$ cat src/rbd_pkg.sv
package rbd_pkg;
   // clock
   localparam int SYS_CLK_HZ = 20_000_000;
   localparam int CLK_PERIOD_NS = 50;
   // time figures as printed
   localparam int BUSY_RELEASE_MAX_US_X10 = 13; // 1.3 ms, in tenths of ms
   localparam int ERASE_EXTEND_US = 500;
   localparam int IRQ_PULSE_MIN_NS = 300;
   localparam int IRQ_PULSE_MAX_NS = 800;
   localparam int ADDR_STROBE_HOLD_NS = 70;
   localparam int RESET_HOLD_US = 500;
   // derived cycle counts
   localparam int BOOT_MAX_CYC = BUSY_RELEASE_MAX_US_X10 * 100
      * (SYS_CLK_HZ / 1_000_000);
   localparam int ERASE_EXT_CYC = ERASE_EXTEND_US * (SYS_CLK_HZ / 1_000_000);
   localparam int IRQ_MIN_CYC = (IRQ_PULSE_MIN_NS + CLK_PERIOD_NS - 1)
      / CLK_PERIOD_NS;
   localparam int IRQ_MAX_CYC = IRQ_PULSE_MAX_NS / CLK_PERIOD_NS;
   // pulse length used: midway between bounds
   localparam int IRQ_PULSE_CYC = (IRQ_MIN_CYC + IRQ_MAX_CYC) / 2;
   // boot copy default length, well inside the bound
   localparam int BOOT_COPY_WORDS = 1024;
   // reset values
   localparam logic RST_BUSY_N = 1'b0;
   localparam logic RST_IRQ_N = 1'b1;

   typedef enum logic [1:0] {RBD_RESET, RBD_COPY, RBD_ERASE_WAIT,
      RBD_READY} rbd_state_t;

   typedef struct packed {
      logic ce_n;
      logic oe_n;
      logic we_n;
   } rbd_host_strb_t;

   typedef struct packed {
      logic valid;
      logic [15:0] addr;
      logic [15:0] data;
   } rbd_copy_t;
endpackage

$ cat src/rbd_reset_boot.sv
`timescale 1ns/100ps
`default_nettype none
// Notes on behaviour
// - device sits in reset while reset_in_n is low
// - reset release starts copying boot code from flash into boot block
// - host accesses are ignored while the boot copy runs
// - erase interrupted by reset may extend busy release by 500 us
// - read data valid by busy release; host keeps chip enable to then
// - edge-mode interrupt is one low pulse of 300 to 800 ns
module rbd_reset_boot
   import rbd_pkg::*;
#(
   parameter int COPY_WORDS = BOOT_COPY_WORDS,
   parameter int ERASE_CYC = ERASE_EXT_CYC
) (
   input wire logic sys_clk,
   input wire logic rst_n,
   input wire logic reset_in_n,
   input wire logic erase_active,
   input wire logic irq_event,
   input wire logic irq_edge_mode,
   input wire rbd_host_strb_t host_strb,
   input wire logic [15:0] flash_rdata,
   input wire logic [15:0] boot_rdata,
   output rbd_copy_t boot_wr,
   output logic [15:0] flash_addr,
   output logic host_access_en,
   output logic [15:0] host_rdata,
   output logic busy_n,
   output logic irq_n
);
   logic rin_sync_r;
   logic erase_sync_r;
   logic irq_mode_sync_r;
   rbd_host_strb_t strb_r;
   rbd_state_t state_r;
   logic [15:0] copy_cnt_r;
   logic [15:0] erase_cnt_r;
   logic erase_seen_r;
   logic [7:0] irq_cnt_r;
   logic irq_evt_sync_r, irq_evt_prev_r;

   // pins from the host side are asynchronous
   rbd_sync2 #(
      .W(1)
   ) rin_sync_inst (
      .sys_clk(sys_clk),
      .d(reset_in_n),
      .q(rin_sync_r)
   );

   rbd_sync2 #(
      .W(1)
   ) erase_sync_inst (
      .sys_clk(sys_clk),
      .d(erase_active),
      .q(erase_sync_r)
   );

   rbd_sync2 #(
      .W(3)
   ) strb_sync_inst (
      .sys_clk(sys_clk),
      .d(host_strb),
      .q(strb_r)
   );

   rbd_sync2 #(
      .W(1)
   ) irq_evt_sync_inst (
      .sys_clk(sys_clk),
      .d(irq_event),
      .q(irq_evt_sync_r)
   );

   // mode strap is a pin too; a change mid-pulse clears the count and irq_n then follows the event
   rbd_sync2 #(
      .W(1)
   ) irq_mode_sync_inst (
      .sys_clk(sys_clk),
      .d(irq_edge_mode),
      .q(irq_mode_sync_r)
   );

   // sequencing
   always_ff @(posedge sys_clk) begin
      if (!rst_n || !rin_sync_r) begin
         state_r <= RBD_RESET;
      end else begin
         case (state_r)
            RBD_RESET: state_r <= RBD_COPY;
            RBD_COPY: begin
               if (copy_cnt_r == 16'(COPY_WORDS - 1)) begin
                  state_r <= erase_seen_r ? RBD_ERASE_WAIT : RBD_READY;
               end
            end
            RBD_ERASE_WAIT: begin
               if (erase_cnt_r == 16'(ERASE_CYC - 1)) begin
                  state_r <= RBD_READY;
               end
            end
            default: state_r <= RBD_READY;
         endcase
      end
   end

   // remember an erase cut short by reset
   always_ff @(posedge sys_clk) begin
      if (!rst_n) begin
         erase_seen_r <= 1'b0;
      end else if (!rin_sync_r) begin
         if (erase_sync_r) begin
            erase_seen_r <= 1'b1;
         end
      end else if (state_r == RBD_READY) begin
         erase_seen_r <= 1'b0;
      end
   end

   always_ff @(posedge sys_clk) begin
      if (!rst_n || state_r == RBD_RESET) begin
         copy_cnt_r <= 16'h0000;
      end else if (state_r == RBD_COPY) begin
         copy_cnt_r <= copy_cnt_r + 16'h0001;
      end
   end

   // erase hold-off runs only once the copy is done
   always_ff @(posedge sys_clk) begin
      if (!rst_n || state_r == RBD_RESET) begin
         erase_cnt_r <= 16'h0000;
      end else if (state_r == RBD_ERASE_WAIT) begin
         erase_cnt_r <= erase_cnt_r + 16'h0001;
      end
   end

   // flash address leads write by one cycle: read latency of the array
   always_ff @(posedge sys_clk) begin
      if (!rst_n || state_r != RBD_COPY) begin
         flash_addr <= 16'h0000;
         boot_wr <= '0;
      end else begin
         flash_addr <= copy_cnt_r + 16'h0001;
         boot_wr.valid <= 1'b1;
         boot_wr.addr <= copy_cnt_r;
         boot_wr.data <= flash_rdata;
      end
   end

   // busy and access gate release together with data
   always_ff @(posedge sys_clk) begin
      if (!rst_n) begin
         busy_n <= RST_BUSY_N;
      end else begin
         busy_n <= (state_r == RBD_READY) && rin_sync_r;
      end
   end

   // same term as busy, so the two can never disagree
   always_ff @(posedge sys_clk) begin
      if (!rst_n) begin
         host_access_en <= 1'b0;
      end else begin
         host_access_en <= (state_r == RBD_READY) && rin_sync_r;
      end
   end

   // read data set in the same cycle busy rises so a stretched read sees it
   always_ff @(posedge sys_clk) begin
      if (!rst_n) begin
         host_rdata <= 16'h0000;
      end else if (state_r == RBD_READY && rin_sync_r && !strb_r.ce_n
            && !strb_r.oe_n) begin
         host_rdata <= boot_rdata;
      end else if (state_r != RBD_READY || !rin_sync_r) begin
         // cleared with the access gate, not a cycle later
         host_rdata <= 16'h0000;
      end
   end

   // tracks the pin in both modes: no stale edge after a mode change
   always_ff @(posedge sys_clk) begin
      if (!rst_n || state_r == RBD_RESET) begin
         irq_evt_prev_r <= 1'b0;
      end else begin
         irq_evt_prev_r <= irq_evt_sync_r;
      end
   end

   // edge mode: fixed-length low pulse; level mode follows the event
   always_ff @(posedge sys_clk) begin
      if (!rst_n || state_r == RBD_RESET) begin
         irq_n <= RST_IRQ_N;
         irq_cnt_r <= 8'h00;
      end else begin
         if (!irq_mode_sync_r) begin
            irq_n <= !irq_evt_sync_r;
            irq_cnt_r <= 8'h00;
         end else if (irq_cnt_r != 8'h00) begin
            irq_cnt_r <= irq_cnt_r - 8'h01;
            irq_n <= (irq_cnt_r == 8'h01);
         end else if (irq_evt_sync_r && !irq_evt_prev_r) begin
            irq_cnt_r <= 8'(IRQ_PULSE_CYC);
            irq_n <= 1'b0;
         end else begin
            irq_n <= 1'b1;
         end
      end
   end
endmodule

// two-flop synchroniser; only the second stage is seen outside
module rbd_sync2 #(
   parameter int W = 1
) (
   input wire logic sys_clk,
   input wire logic [W-1:0] d,
   output logic [W-1:0] q
);
   logic [W-1:0] meta_r;

   always_ff @(posedge sys_clk) begin
      meta_r <= d;
      q <= meta_r;
   end
endmodule
`default_nettype wire

$ cat config.mk
export PLATFORM = sky130hd
export DESIGN_NAME = rbd_reset_boot
export DESIGN_NICKNAME = d
export VERILOG_FILES = /design/src/rbd_pkg.sv /design/src/rbd_reset_boot.sv
export SDC_FILE = /design/constraint.sdc
export NUM_CORES = 1
export LEC_CHECK = 0
export ABC_AREA = 1
export BUFFER_PORTS_ARGS = -buffer_cell sky130_fd_sc_hd__buf_2
export CORE_MARGIN = 4
export CORE_UTILIZATION = 53
export DETAILED_ROUTE_END_ITERATION = 7
export GPL_ROUTABILITY_DRIVEN = 0
export PLACE_DENSITY = 0.79
export SKIP_CTS_REPAIR_TIMING = 1
export SLEW_MARGIN = 5
export SYNTH_ARGS = -nofsm -noshare
export SYNTH_HDL_FRONTEND = slang
export SYNTH_SLANG_ARGS = --single-unit
$ cat constraint.sdc
create_clock -name sys_clk -period 1.7 [get_ports sys_clk]
set_input_delay 0.085 -clock sys_clk [delete_from_list [all_inputs] [get_ports sys_clk]]
set_output_delay 0.085 -clock sys_clk [all_outputs]
set_load 0.02 [all_outputs]
# After elaboration in Yosys (flattened, before gate mapping)
# Cells that the tools add are included.
# op_classes
n_reduce_logical,22
bitwise_logic,1
eq_ne,11
addsub,3
n_mux,15
# op_table
op,n
33-bit 2-to-1 mux,1
"16-bit by 1-bit adder with 16-bit output, second input constant",2
16-bit 2-to-1 mux,2
"16-bit by 10-bit == test with 1-bit output, second input constant",1
"16-bit by 14-bit == test with 1-bit output, second input constant",1
8-bit 2-to-1 mux,2
"8-bit by 1-bit == test with 1-bit output, second input constant",1
"2-bit != test, second input constant",4
8-bit nonzero test,1
"8-bit by 1-bit subtractor with 8-bit output, second input constant",1
1-bit 2-to-1 mux,7
1-bit logical NOT,6
2-bit one-hot mux with 3 select lines,1
2-bit nonzero test,3
"2-bit == test, second input constant",2
1-bit logical AND,4
1-bit logical OR,4
2-bit 2-to-1 mux,2
2-bit AND reduction,2
"2-bit by 1-bit == test with 1-bit output, second input constant",1
2-bit logical NOT,1
"2-bit by 1-bit != test with 1-bit output, second input constant",1
2-bit OR reduction,1
1-bit NOT,1
# word_totals
out_inout_bits,68
input_bits,41
regBits,125
elab_cells,75

# Logic depth before layout (Yosys ltp)
# Gate-level depths: netlist of the first run.
# logic_depth
depth_word,5
mapped_depth,10
mapped_depth_nobuf,10

# Modules after synthesis
# Synthesis of the first run repeated with hierarchy kept, for this count alone.
# hier_totals
cells_unflattened,578
area_unflattened_um2,4560.6
# modules_own_cells
mod,area_each_um2,instances,cells_per_inst,seq_area_each_um2
rbd_reset_boot,4280.4,1,564,2222.1
rbd_sync2 (erase_sync_inst ...),40.0,4,2,40.0
rbd_sync2 (strb_sync_inst),120.1,1,6,120.1

# Least setup slack after synthesis of the first run
# OpenSTA, ideal clock, no wires.
# synth_path
path_type,reg2reg
from,register irq_cnt_r[0]
to,register irq_cnt_r[1]
setup_time_ns,0.116
n_path_buf,0
path_slack_ns,0.276
t_required_ns,1.584
arrival_time_ns,1.308
path_stages_with_launch,8
synth_period_minus_slack_ns,1.424
path_cell_list,dfxtp_1 inv_1 ha_1 nand2_1 nor2_1 o21ai_0 o21ai_0 nor2_1
# synth_between
elab_chain_cells,2
word_cells_on_any_way,4
classes_between,add/sub: 1; mux: 1; reduce/logical: 2
# synth_rtl
element,line_no,text
from (decl),rbd_reset_boot.sv:40,logic [7:0] irq_cnt_r;
from (signal assigned),rbd_reset_boot.sv:200,irq_cnt_r <= irq_cnt_r - 8'h01;
from (signal assigned),rbd_reset_boot.sv:203,irq_cnt_r <= 8'(IRQ_PULSE_CYC);
8-bit by 1-bit subtractor with 8-bit output or 8-bit nonzero test (tied branches),"rbd_reset_boot.sv:200, rbd_reset_boot.sv:199",
8-bit 2-to-1 mux or 2-bit nonzero test (tied branches),--,
# Several ways; a longest one is shown, not always the timed one.
# A chain may end at the register's enable or synchronous reset.

# Worst setup path after layout of the first run
# layout_path
from,register state_r[1]
to,register host_rdata[1]
# layout_between
elab_chain_cells,5
word_cells_on_any_way,8
classes_between,eq/ne: 2; mux: 1; reduce/logical: 5
# layout_rtl
element,line_no,text
from (decl),rbd_reset_boot.sv:36,rbd_state_t state_r;
from (signal assigned),rbd_reset_boot.sv:94,state_r <= erase_seen_r ? RBD_ERASE_WAIT : RBD_READY;
2-bit == test,rbd_reset_boot.sv:172,end else if (state_r == RBD_READY && rin_sync_r && !strb_r.ce_n
1-bit logical AND (2 in a row),rbd_reset_boot.sv:172,
1-bit logical AND,rbd_reset_boot.sv:173,&& !strb_r.oe_n) begin
16-bit 2-to-1 mux or 2-bit nonzero test (tied branches),--,
to (signal assigned),rbd_reset_boot.sv:174,host_rdata <= boot_rdata;
to (decl),rbd_reset_boot.sv:28,"output logic [15:0] host_rdata,"
# Several ways; a longest one is shown, not always the timed one.

==> out/qor.yml, run 1 <==
clocking:
  clock_latency_ns: 0.52
  cts-root-buf: "clkbuf_8"
  cts_max_level: 4
  cts_tree: "built"
  path_clk_slew_ns: 0.06
  cts_sinks: 123
  clockBufferDepth: 2
  cts_buffers: 17
synthesis:
  syn_area_um2: 4520
  ys_ff_latch: 123
  synth_top_area_share_pct: 54.5
  async_flop_share_pct: 0
  yosys.area.top_type: "dfxtp_1"
  yosys_warnings: 0
  synth_edf_count: 0
  syn-num-nets: 637
  synthTopCellsByArea: "dfxtp_1, nand2_1, nor2_1"
  synth_most_common_cell: "nand2_1"
  yosys-top-cells-count: "nand2_1, dfxtp_1, nor2_1, inv_1, a21oi_1"
  synthFlopType: "dfxtp_1"
  syn_inst: 592
  synth.distinct_cells: 25
  ys_seq_area_share_pct: 54.5
  avgSynthCellArea_um2: 7.63
detailed_routing:
  first_pass_iters: 5
  drc: 0
  routed_wl_um: 12600
  vias_per_cell: 5.14
  routedWlPerCell_um: 14.5
  route.antenna.remaining_nets: 0
  drt_iter0_drc: 290
  num_vias: 4483
place:
  dp_hpwl_um: 7550
  numPortBuffers: 107
  dpl.cell_count: 801
  place_area_um2: 5200
  pre_cts_ws_ns: 0.157
floorplan:
  core_um2: 8260
  rows: 33
  pin_count: 109
  die_h_um: 100
  start_util_pct: 54.7
  die-width_um: 100
  die-area_um2: 10100
sta:
  post-route-period-util_pct: 101
  tns_ns: -0.0131
  post-route-min-period_ns: 1.71
  slew_viol_final: 0
  relSlewSlack_pct: 52.2
  finalSetupViolCount: 1
  finalHoldViolCount: 0
  setup_ws_ns: -0.0131
  tightestPinTransition_ns: 0.716
  fmax_mhz: 584
  skew_ns: 0.00941
critical_path:
  crit_path_start_kind: "flip-flop"
  cp.arrival_ns: 2.14
  reg2reg_from: "state_r[1]"
  required_ns: 2.13
  path_max_fanout: 16
  worstSetupEndpointType: "flip-flop"
  critPathKind: "reg2reg"
  crit_path_start: "state_r[1]"
pwr:
  ir_drop_mv: 0.729
  power_density_nw_per_um2: 1110
  power_leakage_nw: 2.86
  finalPower_mw: 6.87
grt:
  grt_pass1_wl_um: 17700
  grt-ovfl-total: 0
  grt_pass1_vias: 3941
  grt_max_degree: 42
  antenna_found_initial: 0
  grt_usage_pct: 22.0
final_layout:
  final_nets: 799
  finish.instance_area_um2: 6180
  drive_gt1_share_pct: 21.3
  fillers: 574
  antenna_cells: 0
  area_delta_synth_final_pct: 36.8
  fin_cells: 872
flow_run:
  max_cap_violations: 0
outcome:
  outcome: "finished, violations left"
  violations: "setup timing"
min_path:
  hp-start: "irq_event"
  hold_path_class: "in2reg"
## critical path: stages (launching register included)
cell	delay (ns)
dfxtp_1	0.42
buf_4	0.22
nand3_2	0.15
nor3_4	0.22
buf_4	0.26
nand2_1	0.10
a21oi_1	0.24
## kinds of logic after synthesis
kind of cell               after synthesis  synth area share [%]
AOI/OAI and AO/OA                       75                  8.36
adders and majority gates                4                  1.11
and+or+nand+nor                        284                  26.1
buffers and inverters                  100                  8.80
DFF                                    123                  54.5
xor gates and xnor gates                 6                  1.16
## placed cells by master (no fill, tap or decap), types with 2 or more instances in the layout
cell type,n
nand2_1,129
dlygate4sd3_1,39
clkinv_4,2
inv_6,3
a21oi_1,51
buf_2,107
o21ai_0,22
nor2_1,98
dfxtp_1,123
inv_2,4
inv_1,80
nand3_1,26
xor2_1,5
clkbuf_16,16
nor2_2,7
clkinvlp_4,3
nor3_1,8
ha_1,4
buf_4,12
bufinv_16,3
clkinv_2,2
nand4_1,11
clkbuf_1,2
## worst paths after layout
path / endpoint / slack (ns) / cells after the start
min reg2reg: irq_mode_sync_inst.q / 0.32 / 0
min: irq_evt_sync_inst.meta_r / 0.21 / 2
max reg2reg: host_rdata[1] / -0.01 / 6
max: host_rdata[1] / -0.01 / 6
## routing by layer
metal / vias up / GRT usage (%) / part of all wire [%]
met4: 0 / 9.43 / 3.5
met5: - / 0 / 0
met3: 45 / 6.05 / 7.0
li1: 2176 / - / -
met2: 242 / 36.9 / 51
met1: 2020 / 26.6 / 38
## cell type report
type | count | area (um^2) | share of cell area [%]
timing repair buffer | 158 | 1020 | 16.4
multi-input combinational | 369 | 1670 | 27.0
inverter | 85 | 319 | 5.16
clock inverter | 13 | 166 | 2.69
clock buffer | 19 | 422 | 6.82
tap | 105 | 131 | 2.12
sequential | 123 | 2460 | 39.8
## sequential cells by signal (all words and copies together), names as in the netlist, 2 cells and up
name,count
strb_sync_inst.q,2
irq_cnt_r,8
copy_cnt_r,16
boot_wr,33
strb_sync_inst.meta_r,2
host_rdata,16
erase_cnt_r,16
flash_addr,16
state_r,2
## stage by stage
step | hold slack [ns] | utilization, %
after floorplan | 0.113 | -
after global routing | 0.223 | 74.9
after detailed placement | 0.189 | 62.9
after global placement | 0.188 | 62.9
final | 0.214 | 74.9
after CTS | -0.348 | 70.1
## where the power goes
part | total (mW) | switching [mW] | internal (mW)
Clock | 3.58 | 1.33 | 2.24
Sequential | 2.96 | 0.0280 | 2.93
Combinational | 0.334 | 0.178 | 0.156
Power figures use the tool's default switching activity.
==> run 2: changes to the inputs <==
- SYNTH_HIERARCHICAL: unset -> 1
==> run 2 against run 1 <==
The flow now finishes without violations. Setup slack better by 0.19 ns. Core utilization rose by 0.091 points. Sequential power about the same. Combinational power up 1%. Clock skew fell by 0.0016 ns. Clock power shrank 4%. Die area about the same. Cell area increased by 0.12%. Wire length down 12%. Critical path type unchanged. Largest power group unchanged.
==> out/qor.yml, run 2 <==
critical_path:
  cp_common_cell: "nand2_1"
  cp.arrival_ns: 1.96
  crit_buf_inv: 1
  r2r_setup_slack_ns: 0.18
  worst-path-stages: 6
  slowest_stage: "nor3_1"
  crit_family: "simple AND/OR/NAND/NOR gates"
  reg2reg_from: "copy_cnt_r[4]"
  cpPeakStageDelay_ns: 0.50
  path_max_fanout: 5
  required_ns: 2.13
  crit_chain: "inv_1, nor3_1, nand3_1, nand2_1, nand2_1, a21oi_1"
  rr_endpoint: "copy_cnt_r[10]"
  worstSetupEndpointType: "flip-flop"
  crit_path_start_kind: "flip-flop"
  r2r_cells: 6
  critPathKind: "reg2reg"
detailed_routing:
  drt_iter0_drc: 191
  route.antenna.remaining_nets: 0
  routedWlPerCell_um: 13.0
  num_vias: 4174
  routed_wl_um: 11100
  vias_per_cell: 4.86
  drc: 0
  first_pass_iters: 5
sta:
  post-route-period-util_pct: 89.7
  tightestPinTransition_ns: 0.567
  post-route-min-period_ns: 1.52
  finalHoldViolCount: 0
  slew_viol_final: 0
  tns_ns: 0
  fmax_mhz: 656
  rsz0062_at_grt: "false"
  relSlewSlack_pct: 61.9
  finalSetupViolCount: 0
  skew_ns: 0.00780
final_layout:
  fillers: 584
  finish.instance_area_um2: 6190
  area_delta_synth_final_pct: 36.9
  largest_reg_flops: 33
  drive_gt1_share_pct: 22.3
  largest-register: "boot_wr"
  final_common_cell: "dfxtp_1"
  layout_common_cells: "dfxtp_1, nand2_1, buf_2"
  antenna_cells: 0
  final_nets: 785
floorplan:
  die-area_um2: 10100
  die-width_um: 100
  pin_count: 109
  core_um2: 8260
  start_util_pct: 54.7
  rows: 33
  die_h_um: 100
grt:
  use_met1_pct: 23.2
  grt_usage_pct: 20.9
  grt_pass1_wl_um: 17100
  grt_max_degree: 31
  met3_usage_pct: 8.06
  grt_use_met2_pct: 36.4
  antenna_found_initial: 0
  grt_pass1_vias: 4041
  grt_most_used_layer: "met2"
  grt-ovfl-total: 0
pwr:
  power_density_nw_per_um2: 1090
  power_leakage_nw: 2.82
  ir_drop_mv: 0.719
  finalPower_mw: 6.72
min_path:
  min_to: "erase_sync_inst/meta_r"
  hold_path_depth: 2
  hp-start: "erase_active"
  hold_path_class: "in2reg"
outcome:
  outcome: "finished clean"
clocking:
  cts_max_level: 4
  cts_buffers: 17
  cts-root-buf: "clkbuf_8"
  path_clk_slew_ns: 0.06
  clockBufferDepth: 2
  cts_tree: "built"
  clock_latency_ns: 0.51
  cts_sinks: 123
place:
  place_area_um2: 5220
  dp_hpwl_um: 7050
  numPortBuffers: 107
synthesis:
  syn_inst: 576
  syn-num-nets: 621
  yosys_warnings: 6
  syn_area_um2: 4520
  avgSynthCellArea_um2: 7.85
flow_run:
  max_cap_violations: 0
run 2: cell types whose count changed in the layout (fill, tap and decap cells not counted), sizes merged, moves of 2 or more:
cell	delta
nand2	-17
o21bai	+2
clkinv	+2
inv	-6
xor2	+3
nor2	+4
o21ai	-2
run 2: routing by layer:
layer  routed length [um]  up-vias
met5                    0        -
met4                  192        0
met3                  866       19
met2                 5770      147
met1                 4320     1877
li1                     -     2131
run 2: per-stage QoR:
step | std cells | util [%] | hold slack [ns] | setup WS, ns
after CTS | 819 | 70.2 | -0.336 | 0.0147
final | 858 | 75.0 | 0.209 | 0.176
after detailed placement | 787 | 63.3 | 0.189 | 0.0343
after global placement | 787 | 63.3 | 0.187 | 0.125
after floorplan | 576 | - | 0.113 | 0.278
after global routing | 858 | 75.0 | 0.203 | 0.00891
run 2: worst max-delay path by stage:
stage / startpoint / to / slack (ns)
2_1_floorplan: irq_cnt_r[0] / irq_cnt_r[1] / 0.28
6_report: copy_cnt_r[4] / copy_cnt_r[10] / 0.18
5_1_grt: copy_cnt_r[4] / copy_cnt_r[10] / 0.009
3_5_place_dp: irq_cnt_r[0] / irq_cnt_r[1] / 0.03
4_1_cts: irq_cnt_r[0] / irq_cnt_r[1] / 0.01
3_3_place_gp: irq_cnt_r[0] / irq_cnt_r[1] / 0.12
run 2: layout make-up:
cell class	instances	area, um^2	share of cell area, %
well taps	105	131	2.12
clock buffers	18	428	6.91
multi-input cells	360	1690	27.3
inverters	79	297	4.79
flip-flops and latches	123	2460	39.8
repair buffers	159	1040	16.7
clock inverters	14	146	2.36
run 2: where the power goes:
part	total (mW)	switching, mW	internal, mW
clock network	3.42	1.30	2.12
logic	0.338	0.178	0.160
registers	2.96	0.0285	2.93
total	6.72	1.50	5.22
